`src/design/ptb_pkg.sv`:
```
// Package for the PWM time base control block
// Notes on behaviour
// - The modulation module runs only while module_on (bit 15) is 1.
// - With halt_in_idle (bit 13) set, the time base stops in CPU Idle.
// - Hardware holds special_event_pending (bit 12) while it is pending.
// - The special event interrupt needs special_event_irq_en (bit 11).
// - immediate_period_load (bit 10) loads a period at once, else at wrap or while module_on is 0.
// - sync_active_low (bit 9) makes sync input and output active low.
// - The sync output is driven only while sync_out_en (bit 8) is 1.
// - ext_sync_en (bit 7) lets the external sync input restart the count.
// - Bit 14 of the control register reads as zero.
package ptb_pkg;
  localparam logic [11:0] PTB_ADDR_CTRL   = 12'h000;
  localparam logic [11:0] PTB_ADDR_PERIOD = 12'h004;
  localparam logic [11:0] PTB_ADDR_SEVT   = 12'h008;
  localparam logic [11:0] PTB_ADDR_COUNT  = 12'h00C;
  localparam logic [11:0] PTB_ADDR_STAT   = 12'h010;
  localparam logic [11:0] PTB_ADDR_MASK   = 12'h014;
  localparam int BIT_ON     = 15;
  localparam int BIT_IDLE   = 13;
  localparam int BIT_SEST   = 12;
  localparam int BIT_SEIRQ  = 11;
  localparam int BIT_IMM    = 10;
  localparam int BIT_POL    = 9;
  localparam int BIT_SOEN   = 8;
  localparam int BIT_SYEN   = 7;
  localparam logic [15:0] CTRL_RESET   = 16'h0000;
  localparam logic [15:0] CTRL_WR_MASK = 16'hAFFF;
  localparam logic [15:0] PERIOD_RESET = 16'hFFFF;
  localparam logic [15:0] SEVT_RESET   = 16'h0000;
  localparam int STAT_W = 3;
  localparam int EV_SEVT = 0;
  localparam int EV_WRAP = 1;
  localparam int EV_SYNC = 2;
  localparam logic [15:0] CNT_ZERO = 16'h0000;
  localparam logic [15:0] CNT_ONE  = 16'h0001;
  localparam logic [3:0]  PS_ZERO  = 4'h0;
  localparam logic [3:0]  PS_ONE   = 4'h1;
endpackage

```
`src/design/ptb_sync2.sv`:
```
// Two flip-flop synchroniser for pin inputs
`timescale 1ns/10ps
module ptb_sync2
  import ptb_pkg::*;
(
  input  wire logic sys_clk,
  input  wire logic srst,
  input  wire logic din,
  output logic      dout
);
  logic stage1Reg;
  always_ff @(posedge sys_clk)
  begin
    if (srst)
    begin
      stage1Reg <= 1'b0;
      dout      <= 1'b0;
    end
    else
    begin
      stage1Reg <= din;
      dout      <= stage1Reg;
    end
  end
endmodule

```
`src/design/ptb_time_base.sv`:
```
// PWM primary time base with control register and APB slave
`timescale 1ns/10ps
module ptb_time_base
  import ptb_pkg::*;
#(
  parameter int CW = 16
)
(
  input  wire logic        sys_clk,
  input  wire logic        srst,
  input  wire logic        psel,
  input  wire logic        penable,
  input  wire logic        pwrite,
  input  wire logic [11:0] paddr,
  input  wire logic [31:0] pwdata,
  output logic [31:0]      prdata,
  output logic             pready,
  output logic             pslverr,
  input  wire logic        cpuIdle,
  input  wire logic        sync_in_pin,
  output logic             sync_out_pin,
  output logic             syncOutEn_n,
  output logic             pwmRun,
  output logic [CW-1:0]    tbCount,
  output logic             irq
);
  logic [15:0]   ctrlReg;
  logic [CW-1:0] periodReg;
  logic [CW-1:0] activePeriodReg;
  logic [CW-1:0] sevtCmpReg;
  logic [CW-1:0] countReg;
  logic [3:0]    psCountReg;
  logic          pendReg;
  logic [STAT_W-1:0] statReg;
  logic [STAT_W-1:0] maskReg;
  logic          syncPinS;
  logic          syncPrevReg;
  logic          syncEvent;
  logic          running;
  logic          atEnd;
  logic          sevtHit;
  logic          psDone;
  logic          wrEn;
  logic          rdEn;
  logic          addrOk;
  logic [31:0]   rdData;
  logic [STAT_W-1:0] evt;

  ptb_sync2 uSync
  (
    .sys_clk (sys_clk),
    .srst    (srst),
    .din     (sync_in_pin),
    .dout    (syncPinS)
  );

  assign wrEn = psel && penable && pwrite && pready;
  assign rdEn = psel && penable && !pwrite && pready;

  // Polarity folded in after the synchroniser
  assign syncEvent = ctrlReg[BIT_SYEN]
    && ((syncPinS ^ ctrlReg[BIT_POL])
    && !(syncPrevReg ^ ctrlReg[BIT_POL]));

  assign running = ctrlReg[BIT_ON]
    && !(ctrlReg[BIT_IDLE] && cpuIdle);
  assign atEnd   = countReg >= activePeriodReg;
  assign sevtHit = running && (countReg == sevtCmpReg);
  assign psDone  = sevtHit && (psCountReg >= ctrlReg[3:0]);

  always_ff @(posedge sys_clk)
  begin
    if (srst)
      syncPrevReg <= 1'b0;
    else
      syncPrevReg <= syncPinS;
  end

  // Control register; bit 14 and bit 12 not writable
  always_ff @(posedge sys_clk)
  begin
    if (srst)
      ctrlReg <= CTRL_RESET;
    else if (wrEn && paddr == PTB_ADDR_CTRL)
      ctrlReg <= pwdata[15:0] & CTRL_WR_MASK;
  end

  always_ff @(posedge sys_clk)
  begin
    if (srst)
    begin
      periodReg  <= PERIOD_RESET[CW-1:0];
      sevtCmpReg <= SEVT_RESET[CW-1:0];
    end
    else if (wrEn)
    begin
      if (paddr == PTB_ADDR_PERIOD)
        periodReg <= pwdata[CW-1:0];
      if (paddr == PTB_ADDR_SEVT)
        sevtCmpReg <= pwdata[CW-1:0];
    end
  end

  // Active period: at once, or at wrap and while the module is off
  always_ff @(posedge sys_clk)
  begin
    if (srst)
      activePeriodReg <= PERIOD_RESET[CW-1:0];
    else if (ctrlReg[BIT_IMM])
      activePeriodReg <= periodReg;
    else if (!ctrlReg[BIT_ON] || (running && atEnd))
      activePeriodReg <= periodReg;
  end

  // Counter held in place while halted so resume is seamless
  always_ff @(posedge sys_clk)
  begin
    if (srst)
      countReg <= CNT_ZERO[CW-1:0];
    else if (!ctrlReg[BIT_ON])
      countReg <= CNT_ZERO[CW-1:0];
    else if (running && (syncEvent || atEnd))
      countReg <= CNT_ZERO[CW-1:0];
    else if (running)
      countReg <= countReg + CNT_ONE[CW-1:0];
  end

  always_ff @(posedge sys_clk)
  begin
    if (srst)
      psCountReg <= PS_ZERO;
    else if (!ctrlReg[BIT_ON] || psDone)
      psCountReg <= PS_ZERO;
    else if (sevtHit)
      psCountReg <= psCountReg + PS_ONE;
  end

  // Pending stays while enabled until a one is written to status bit 0; hardware clears when disabled
  always_ff @(posedge sys_clk)
  begin
    if (srst)
      pendReg <= 1'b0;
    else if (!ctrlReg[BIT_SEIRQ])
      pendReg <= 1'b0;
    else if (psDone)
      pendReg <= 1'b1;
    else if (wrEn && paddr == PTB_ADDR_STAT && pwdata[EV_SEVT])
      pendReg <= 1'b0;
  end

  assign evt[EV_SEVT] = psDone && ctrlReg[BIT_SEIRQ];
  assign evt[EV_WRAP] = running && atEnd;
  assign evt[EV_SYNC] = running && syncEvent;

  // Set wins over write-one-to-clear
  always_ff @(posedge sys_clk)
  begin
    if (srst)
      statReg <= '0;
    else if (wrEn && paddr == PTB_ADDR_STAT)
      statReg <= (statReg & ~pwdata[STAT_W-1:0]) | evt;
    else
      statReg <= statReg | evt;
  end

  always_ff @(posedge sys_clk)
  begin
    if (srst)
      maskReg <= '0;
    else if (wrEn && paddr == PTB_ADDR_MASK)
      maskReg <= pwdata[STAT_W-1:0];
  end

  always_ff @(posedge sys_clk)
  begin
    if (srst)
      irq <= 1'b0;
    else
      irq <= |(statReg & maskReg);
  end

  // Sync output pulse at wrap, gated by enable
  always_ff @(posedge sys_clk)
  begin
    if (srst)
    begin
      sync_out_pin <= 1'b0;
      syncOutEn_n  <= 1'b1;
    end
    else
    begin
      syncOutEn_n  <= !ctrlReg[BIT_SOEN];
      sync_out_pin <= ctrlReg[BIT_POL]
        ^ (ctrlReg[BIT_SOEN] && running && atEnd);
    end
  end

  always_ff @(posedge sys_clk)
  begin
    if (srst)
    begin
      pwmRun  <= 1'b0;
      tbCount <= CNT_ZERO[CW-1:0];
    end
    else
    begin
      pwmRun  <= ctrlReg[BIT_ON];
      tbCount <= countReg;
    end
  end

  assign addrOk = paddr == PTB_ADDR_CTRL || paddr == PTB_ADDR_PERIOD
    || paddr == PTB_ADDR_SEVT || paddr == PTB_ADDR_COUNT
    || paddr == PTB_ADDR_STAT || paddr == PTB_ADDR_MASK;

  always_comb
  begin
    rdData = '0;
    unique case (paddr)
      PTB_ADDR_CTRL:
      begin
        rdData[15:0]     = ctrlReg;
        rdData[BIT_SEST] = pendReg;
      end
      PTB_ADDR_PERIOD: rdData[CW-1:0] = periodReg;
      PTB_ADDR_SEVT:   rdData[CW-1:0] = sevtCmpReg;
      PTB_ADDR_COUNT:  rdData[CW-1:0] = countReg;
      PTB_ADDR_STAT:   rdData[STAT_W-1:0] = statReg;
      PTB_ADDR_MASK:   rdData[STAT_W-1:0] = maskReg;
      default:         rdData = '0;
    endcase
  end

  // One wait state: pready rises in the second access cycle
  always_ff @(posedge sys_clk)
  begin
    if (srst)
    begin
      pready  <= 1'b0;
      pslverr <= 1'b0;
      prdata  <= '0;
    end
    else
    begin
      pready  <= psel && penable && !pready;
      pslverr <= psel && penable && !pready && !addrOk;
      prdata  <= (psel && penable && !pwrite && !pready) ? rdData : '0;
    end
  end

  a_off_holds_count: assert property (
    @(posedge sys_clk) disable iff (srst)
    !ctrlReg[BIT_ON] |=> countReg == '0)
    else $error("count not held at zero while off");

  a_idle_halts_count: assert property (
    @(posedge sys_clk) disable iff (srst)
    (ctrlReg[BIT_ON] && ctrlReg[BIT_IDLE] && cpuIdle) |=> $stable(countReg))
    else $error("count moved in idle halt");

  a_pend_set: assert property (
    @(posedge sys_clk) disable iff (srst)
    (psDone && ctrlReg[BIT_SEIRQ]) |=> pendReg)
    else $error("pending not set on event");

  a_pend_disabled: assert property (
    @(posedge sys_clk) disable iff (srst)
    !ctrlReg[BIT_SEIRQ] |=> !pendReg)
    else $error("pending while interrupt disabled");

  a_imm_period: assert property (
    @(posedge sys_clk) disable iff (srst)
    ctrlReg[BIT_IMM] |=> activePeriodReg == $past(periodReg))
    else $error("immediate period not loaded");

  a_sync_out_off: assert property (
    @(posedge sys_clk) disable iff (srst)
    !ctrlReg[BIT_SOEN] |=> syncOutEn_n
      && sync_out_pin == $past(ctrlReg[BIT_POL]))
    else $error("sync output active while disabled");

  a_sync_restart: assert property (
    @(posedge sys_clk) disable iff (srst)
    (running && syncEvent) |=> countReg == '0)
    else $error("external sync did not restart count");

  a_bit14_zero: assert property (
    @(posedge sys_clk) disable iff (srst)
    (pready && !pwrite && paddr == PTB_ADDR_CTRL) |-> !prdata[14])
    else $error("bit 14 read as one");

  a_oe_follows: assert property (
    @(posedge sys_clk) disable iff (srst)
    ctrlReg[BIT_SOEN] |=> !syncOutEn_n)
    else $error("sync output not enabled");

  a_run_mirror: assert property (
    @(posedge sys_clk) disable iff (srst)
    1'b1 |=> pwmRun == $past(ctrlReg[BIT_ON]))
    else $error("run output does not follow enable");

  a_idle_runs_on: assert property (
    @(posedge sys_clk) disable iff (srst)
    (ctrlReg[BIT_ON] && !ctrlReg[BIT_IDLE] && !syncEvent && !atEnd)
      |=> countReg == $past(countReg) + CNT_ONE[CW-1:0])
    else $error("count stopped although idle halt is off");

  a_pend_clear: assert property (
    @(posedge sys_clk) disable iff (srst)
    (!psDone && wrEn && paddr == PTB_ADDR_STAT && pwdata[EV_SEVT])
      |=> !pendReg)
    else $error("pending not cleared by write");

  a_pend_hold: assert property (
    @(posedge sys_clk) disable iff (srst)
    (pendReg && ctrlReg[BIT_SEIRQ] && !(wrEn && paddr == PTB_ADDR_STAT))
      |=> pendReg)
    else $error("pending dropped on its own");

  a_irq_level: assert property (
    @(posedge sys_clk) disable iff (srst)
    (|(statReg & maskReg)) |=> irq)
    else $error("interrupt not raised for unmasked status");

  a_sevt_gated: assert property (
    @(posedge sys_clk) disable iff (srst)
    !ctrlReg[BIT_SEIRQ] |-> !evt[EV_SEVT])
    else $error("special event status while disabled");

  a_wait_load: assert property (
    @(posedge sys_clk) disable iff (srst)
    (!ctrlReg[BIT_IMM] && ctrlReg[BIT_ON] && !(running && atEnd))
      |=> activePeriodReg == $past(activePeriodReg))
    else $error("period loaded before the cycle boundary");

  a_off_no_pulse: assert property (
    @(posedge sys_clk) disable iff (srst)
    !ctrlReg[BIT_ON] |=> sync_out_pin == $past(ctrlReg[BIT_POL]))
    else $error("sync pulse while module is off");

  a_sync_gated: assert property (
    @(posedge sys_clk) disable iff (srst)
    !ctrlReg[BIT_SYEN] |-> !syncEvent)
    else $error("sync event while external sync is off");

  a_fields_stored: assert property (
    @(posedge sys_clk) disable iff (srst)
    (wrEn && paddr == PTB_ADDR_CTRL) |=> ctrlReg[6:0] == $past(pwdata[6:0]))
    else $error("source or postscale field not stored");

  a_ready_pulse: assert property (
    @(posedge sys_clk) disable iff (srst)
    pready |=> !pready)
    else $error("ready held longer than one cycle");
endmodule

```
`config.mk`:
```
export PLATFORM = sky130hd
export DESIGN_NAME = ptb_time_base
export DESIGN_NICKNAME = d
export VERILOG_FILES = /design/src/design/ptb_pkg.sv /design/src/design/ptb_sync2.sv /design/src/design/ptb_time_base.sv
export SDC_FILE = /design/constraint.sdc
export NUM_CORES = 1
export LEC_CHECK = 0
export BUFFER_PORTS_ARGS = -buffer_cell sky130_fd_sc_hd__buf_2
export CORE_UTILIZATION = 55
export CTS_CLUSTER_SIZE = 14
export DETAILED_ROUTE_END_ITERATION = 10
export HOLD_SLACK_MARGIN = 0.02
export PLACE_DENSITY = 0.83
export REMOVE_ABC_BUFFERS = 1
export SYNTH_ARGS = -nofsm -noshare
export SYNTH_HDL_FRONTEND = slang
export SYNTH_SLANG_ARGS = --single-unit
```
`constraint.sdc`:
```
create_clock -name sys_clk -period 2.7 [get_ports sys_clk]
set_clock_uncertainty 0.15 [all_clocks]
set_input_delay 0.405 -clock sys_clk [delete_from_list [all_inputs] [get_ports sys_clk]]
set_output_delay 0.405 -clock sys_clk [all_outputs]
set_load 0.03 [all_outputs]
```
==> impl_metrics.sql <==
INSERT INTO impl_metrics (metric_group, metric, value, unit) VALUES
('outcome', 'outcome', 'completed', ''),
('synth', 'syn-mean-instance-area', '9.28', 'µm²'),
('critical_path', 'cp_slowest_stage_delay', '520', 'ps'),
('finish', 'final.fill_count', '746', ''),
('floorplan', 'core-area', '10400', 'µm²'),
('critical_path', 'crit-reg2reg-launch', 'activePeriodReg[15]', ''),
('detailed_routing', 'wl', '16200', 'µm'),
('critical_path', 'worst-endpoint-required', '2960', 'ps'),
('grt', 'grt_antenna_before_repair', '0', ''),
('critical_path', 'rr_endpoint', 'sync_out_pin', ''),
('place', 'dpl-instance-area', '6570', 'µm²'),
('critical_path', 'critPathKind', 'flip-flop to flip-flop', ''),
('finish', 'antenna_diode_count', '0', ''),
('floorplan', 'die_width', '106', 'µm'),
('floorplan', 'rows', '37', ''),
('grt', 'grt_max_degree', '36', ''),
('timing', 'max_slew_margin', '0.580', ''),
('timing', 'setup_viol', '0', ''),
('clock_tree', 'worstSkewPairLatency', '530', 'ps'),
('critical_path', 'critPathMaxFanout', '6', ''),
('detailed_routing', 'drcViolationCount', '0', ''),
('run', 'maxCapViolCount', '0', ''),
('synth', 'syn_area', '5970', 'µm²'),
('clock_tree', 'cts_sinks', '130', ''),
('place', 'finalWeightedCongestion', '0.928', ''),
('synth', 'synth_largest_type_area_fraction', '0.436', ''),
('clock_tree', 'cts.clk_slew.worst_paths', '60', 'ps'),
('synth', 'synth_cell_type_count', '58', ''),
('floorplan', 'die_h', '106', 'µm'),
('timing', 'final_hold_viol_count', '0', ''),
('power_and_ir_drop', 'power.total', '4.52', 'mW'),
('power_and_ir_drop', 'vdd_ir_drop_max', '0.433', 'mV'),
('detailed_routing', 'routed-via-count', '5279', ''),
('floorplan', 'floorplan.die_area', '11300', 'µm²'),
('floorplan', 'initial_core_util', '0.573', ''),
('synth', 'synthArstFlopShare', '0', ''),
('synth', 'ys.warnings.count', '0', ''),
('detailed_routing', 'wl_per_cell', '18.0', 'µm'),
('clock_tree', 'tritoncts.num_buffers', '17', ''),
('timing', 'fin_crit', '2540', 'ps'),
('synth', 'synth_sequential_area_ratio', '0.436', ''),
('power_and_ir_drop', 'cellPowerDensity', '614', 'nW/µm²'),
('synth', 'yosys_register_bits', '130', ''),
('critical_path', 'crit_path_cell_trace', 'inv_1 -> ha_1 -> and4_1 -> nand4_1 -> o211ai_1 -> o311a_1 -> mux2_1', ''),
('timing', 'timing.final.max_slew_violations', '0', ''),
('grt', 'wire_length_of_the_first_global_routing_pass', '26300', 'µm'),
('grt', 'globalRouteTotalUtil', '0.302', ''),
('synth', 'post_synth_inst_count', '643', ''),
('min_path', 'worst_hold_path_type', 'input port to flip-flop', ''),
('timing', 'max_slew.worst_pin.slew', '626', 'ps'),
('finish', 'commonest_non_fill_non_tap_cell_in_the_layout', 'dfxtp_1', ''),
('clock_tree', 'tritoncts', 'built', ''),
('grt', 'globalRouteOverflowTotal', '0', ''),
('detailed_routing', 'postRouteAntennaNets', '0', ''),
('timing', 'tns', '0', 'ps'),
('synth', 'synth_top_cell_by_area', 'dfxtp_1', ''),
('detailed_routing', 'dr_pass1_iterations', '8', ''),
('critical_path', 'timing.reg2reg.setup_slack', '160', 'ps'),
('critical_path', 'timing.critical_path.buf_inv', '1', ''),
('critical_path', 'setup.worst_path.end', 'sync_out_pin', ''),
('clock_tree', 'ctsResizeCount', '0', ''),
('critical_path', 'length_in_cells_of_the_worst_reg_to_reg_path', '7', ''),
('synth', 'synth-edff-count', '0', ''),
('detailed_routing', 'drt-vias-per-instance', '5.87', ''),
('clock_tree', 'cts_setup_buffers', '0', ''),
('timing', 'fmax', '394', 'MHz'),
('grt', 'first_global_vias', '5190', ''),
('critical_path', 'crit_cells', '7', ''),
('critical_path', 'crit_path_start', 'activePeriodReg[15]', ''),
('power_and_ir_drop', 'leakagePower', '3.48', 'nW'),
('critical_path', 'cpMaxStageDelayCell', 'o211ai_1', '');
[tightest hold or removal path: stages]
cell and delay (ps):
buf_2 150, nand2_1 80, a21oi_1 60
[routing by layer]
| metal | global-route usage | routed length [µm] | up-vias | share of wire |
|---|---|---|---|---|
| met3 | 0.0840 | 1510 | 67 | 0.093 |
| met4 | 0.157 | 748 | 0 | 0.046 |
| met2 | 0.483 | 7310 | 293 | 0.45 |
| met5 | 0 | 0 | - | 0 |
| met1 | 0.371 | 6650 | 2470 | 0.41 |
| li1 | - | - | 2449 | - |
[synthesized netlist by cell type (3+ instances only)]
cell	count
clkbuf_1	24
xnor2_1	26
dfxtp_1	130
nor2_1	71
buf_4	20
nand4_1	9
nor3_1	26
a222oi_1	7
inv_1	27
a21bo_2	3
buf_2	7
a22oi_1	6
nand3_1	25
o311ai_0	15
nand2b_1	3
mux2i_1	45
nor2b_1	17
ha_1	22
a21oi_1	14
and3_1	4
o211ai_1	19
o21ai_0	3
o21a_1	5
nand2_1	58
and4_1	4
mux2_2	9
xor2_1	5
mux4_2	3
[state kept, by name, indices dropped and copies added, names as in the netlist]
name,cells
sync_out_pin,1
countReg,16
sevtCmpReg,16
uSync.stage1Reg,1
uSync.dout,1
pslverr,1
irq,1
ctrlReg,14
tbCount,16
prdata,16
maskReg,3
activePeriodReg,16
pendReg,1
syncOutEn_n,1
syncPrevReg,1
pwmRun,1
psCountReg,4
statReg,3
pready,1
periodReg,16
[metrics by stage]
| stage | util | cells | hold WS (ps) | worst slack (ps) |
|---|---|---|---|---|
| final | 0.707 | 900 | 64.0 | 163 |
| after global routing | 0.707 | 900 | 69.2 | 32.1 |
| after CTS | 0.707 | 900 | 33.7 | 165 |
| after detailed placement | 0.631 | 852 | 279 | 188 |
| after global placement | 0.631 | 852 | 268 | 210 |
| after floorplan | - | 604 | 232 | -19.0 |
[worst min-delay path by stage]
stage | end | slack, ps | from | cells after the start
floorplan | syncOutEn_n | 230 | ctrlReg[8] | 1
global placement | uSync.dout | 270 | uSync.stage1Reg | 1
detailed placement | syncOutEn_n | 280 | ctrlReg[8] | 1
CTS | pslverr | 30 | paddr[4] | 3
global route | periodReg[0] | 70 | pwdata[0] | 3
finish | pslverr | 60 | paddr[4] | 3
[cell families (layout without fill, tap and decap cells)]
kind of cell	after synthesis	count (layout)	share of synthesized area
other	1	16	0.000628
XOR/XNOR	31	31	0.0455
AO/OA/AOI/OAI	87	87	0.111
buffers and inverters	82	188	0.0669
adder cells (fa/ha/maj)	22	22	0.0461
flip-flops	130	130	0.436
multiplexers	58	58	0.106
AND/OR/NAND/NOR	232	232	0.188
[layout make-up]
class | instances | area [µm²] | area share
Multi-Input combinational cell | 446 | 3020 | 0.410
Sequential cell | 130 | 2600 | 0.353
Timing Repair Buffer | 128 | 833 | 0.113
Clock buffer | 20 | 455 | 0.0618
Clock inverter | 12 | 179 | 0.0243
Tap cell | 136 | 170 | 0.0231
Inverter | 28 | 105 | 0.0143
[power breakdown]
| group | switching, mW | internal, mW |
|---|---|---|
| logic | 0.102 | 0.0558 |
| clock network | 0.865 | 1.58 |
| registers | 0.00124 | 1.92 |
[repair_timing]
item,in CTS,in global routing
setup endpoints to repair,0,0
hold buffers,16,0
hold endpoints to repair,38,0
(Power assumes the default switching activity.)
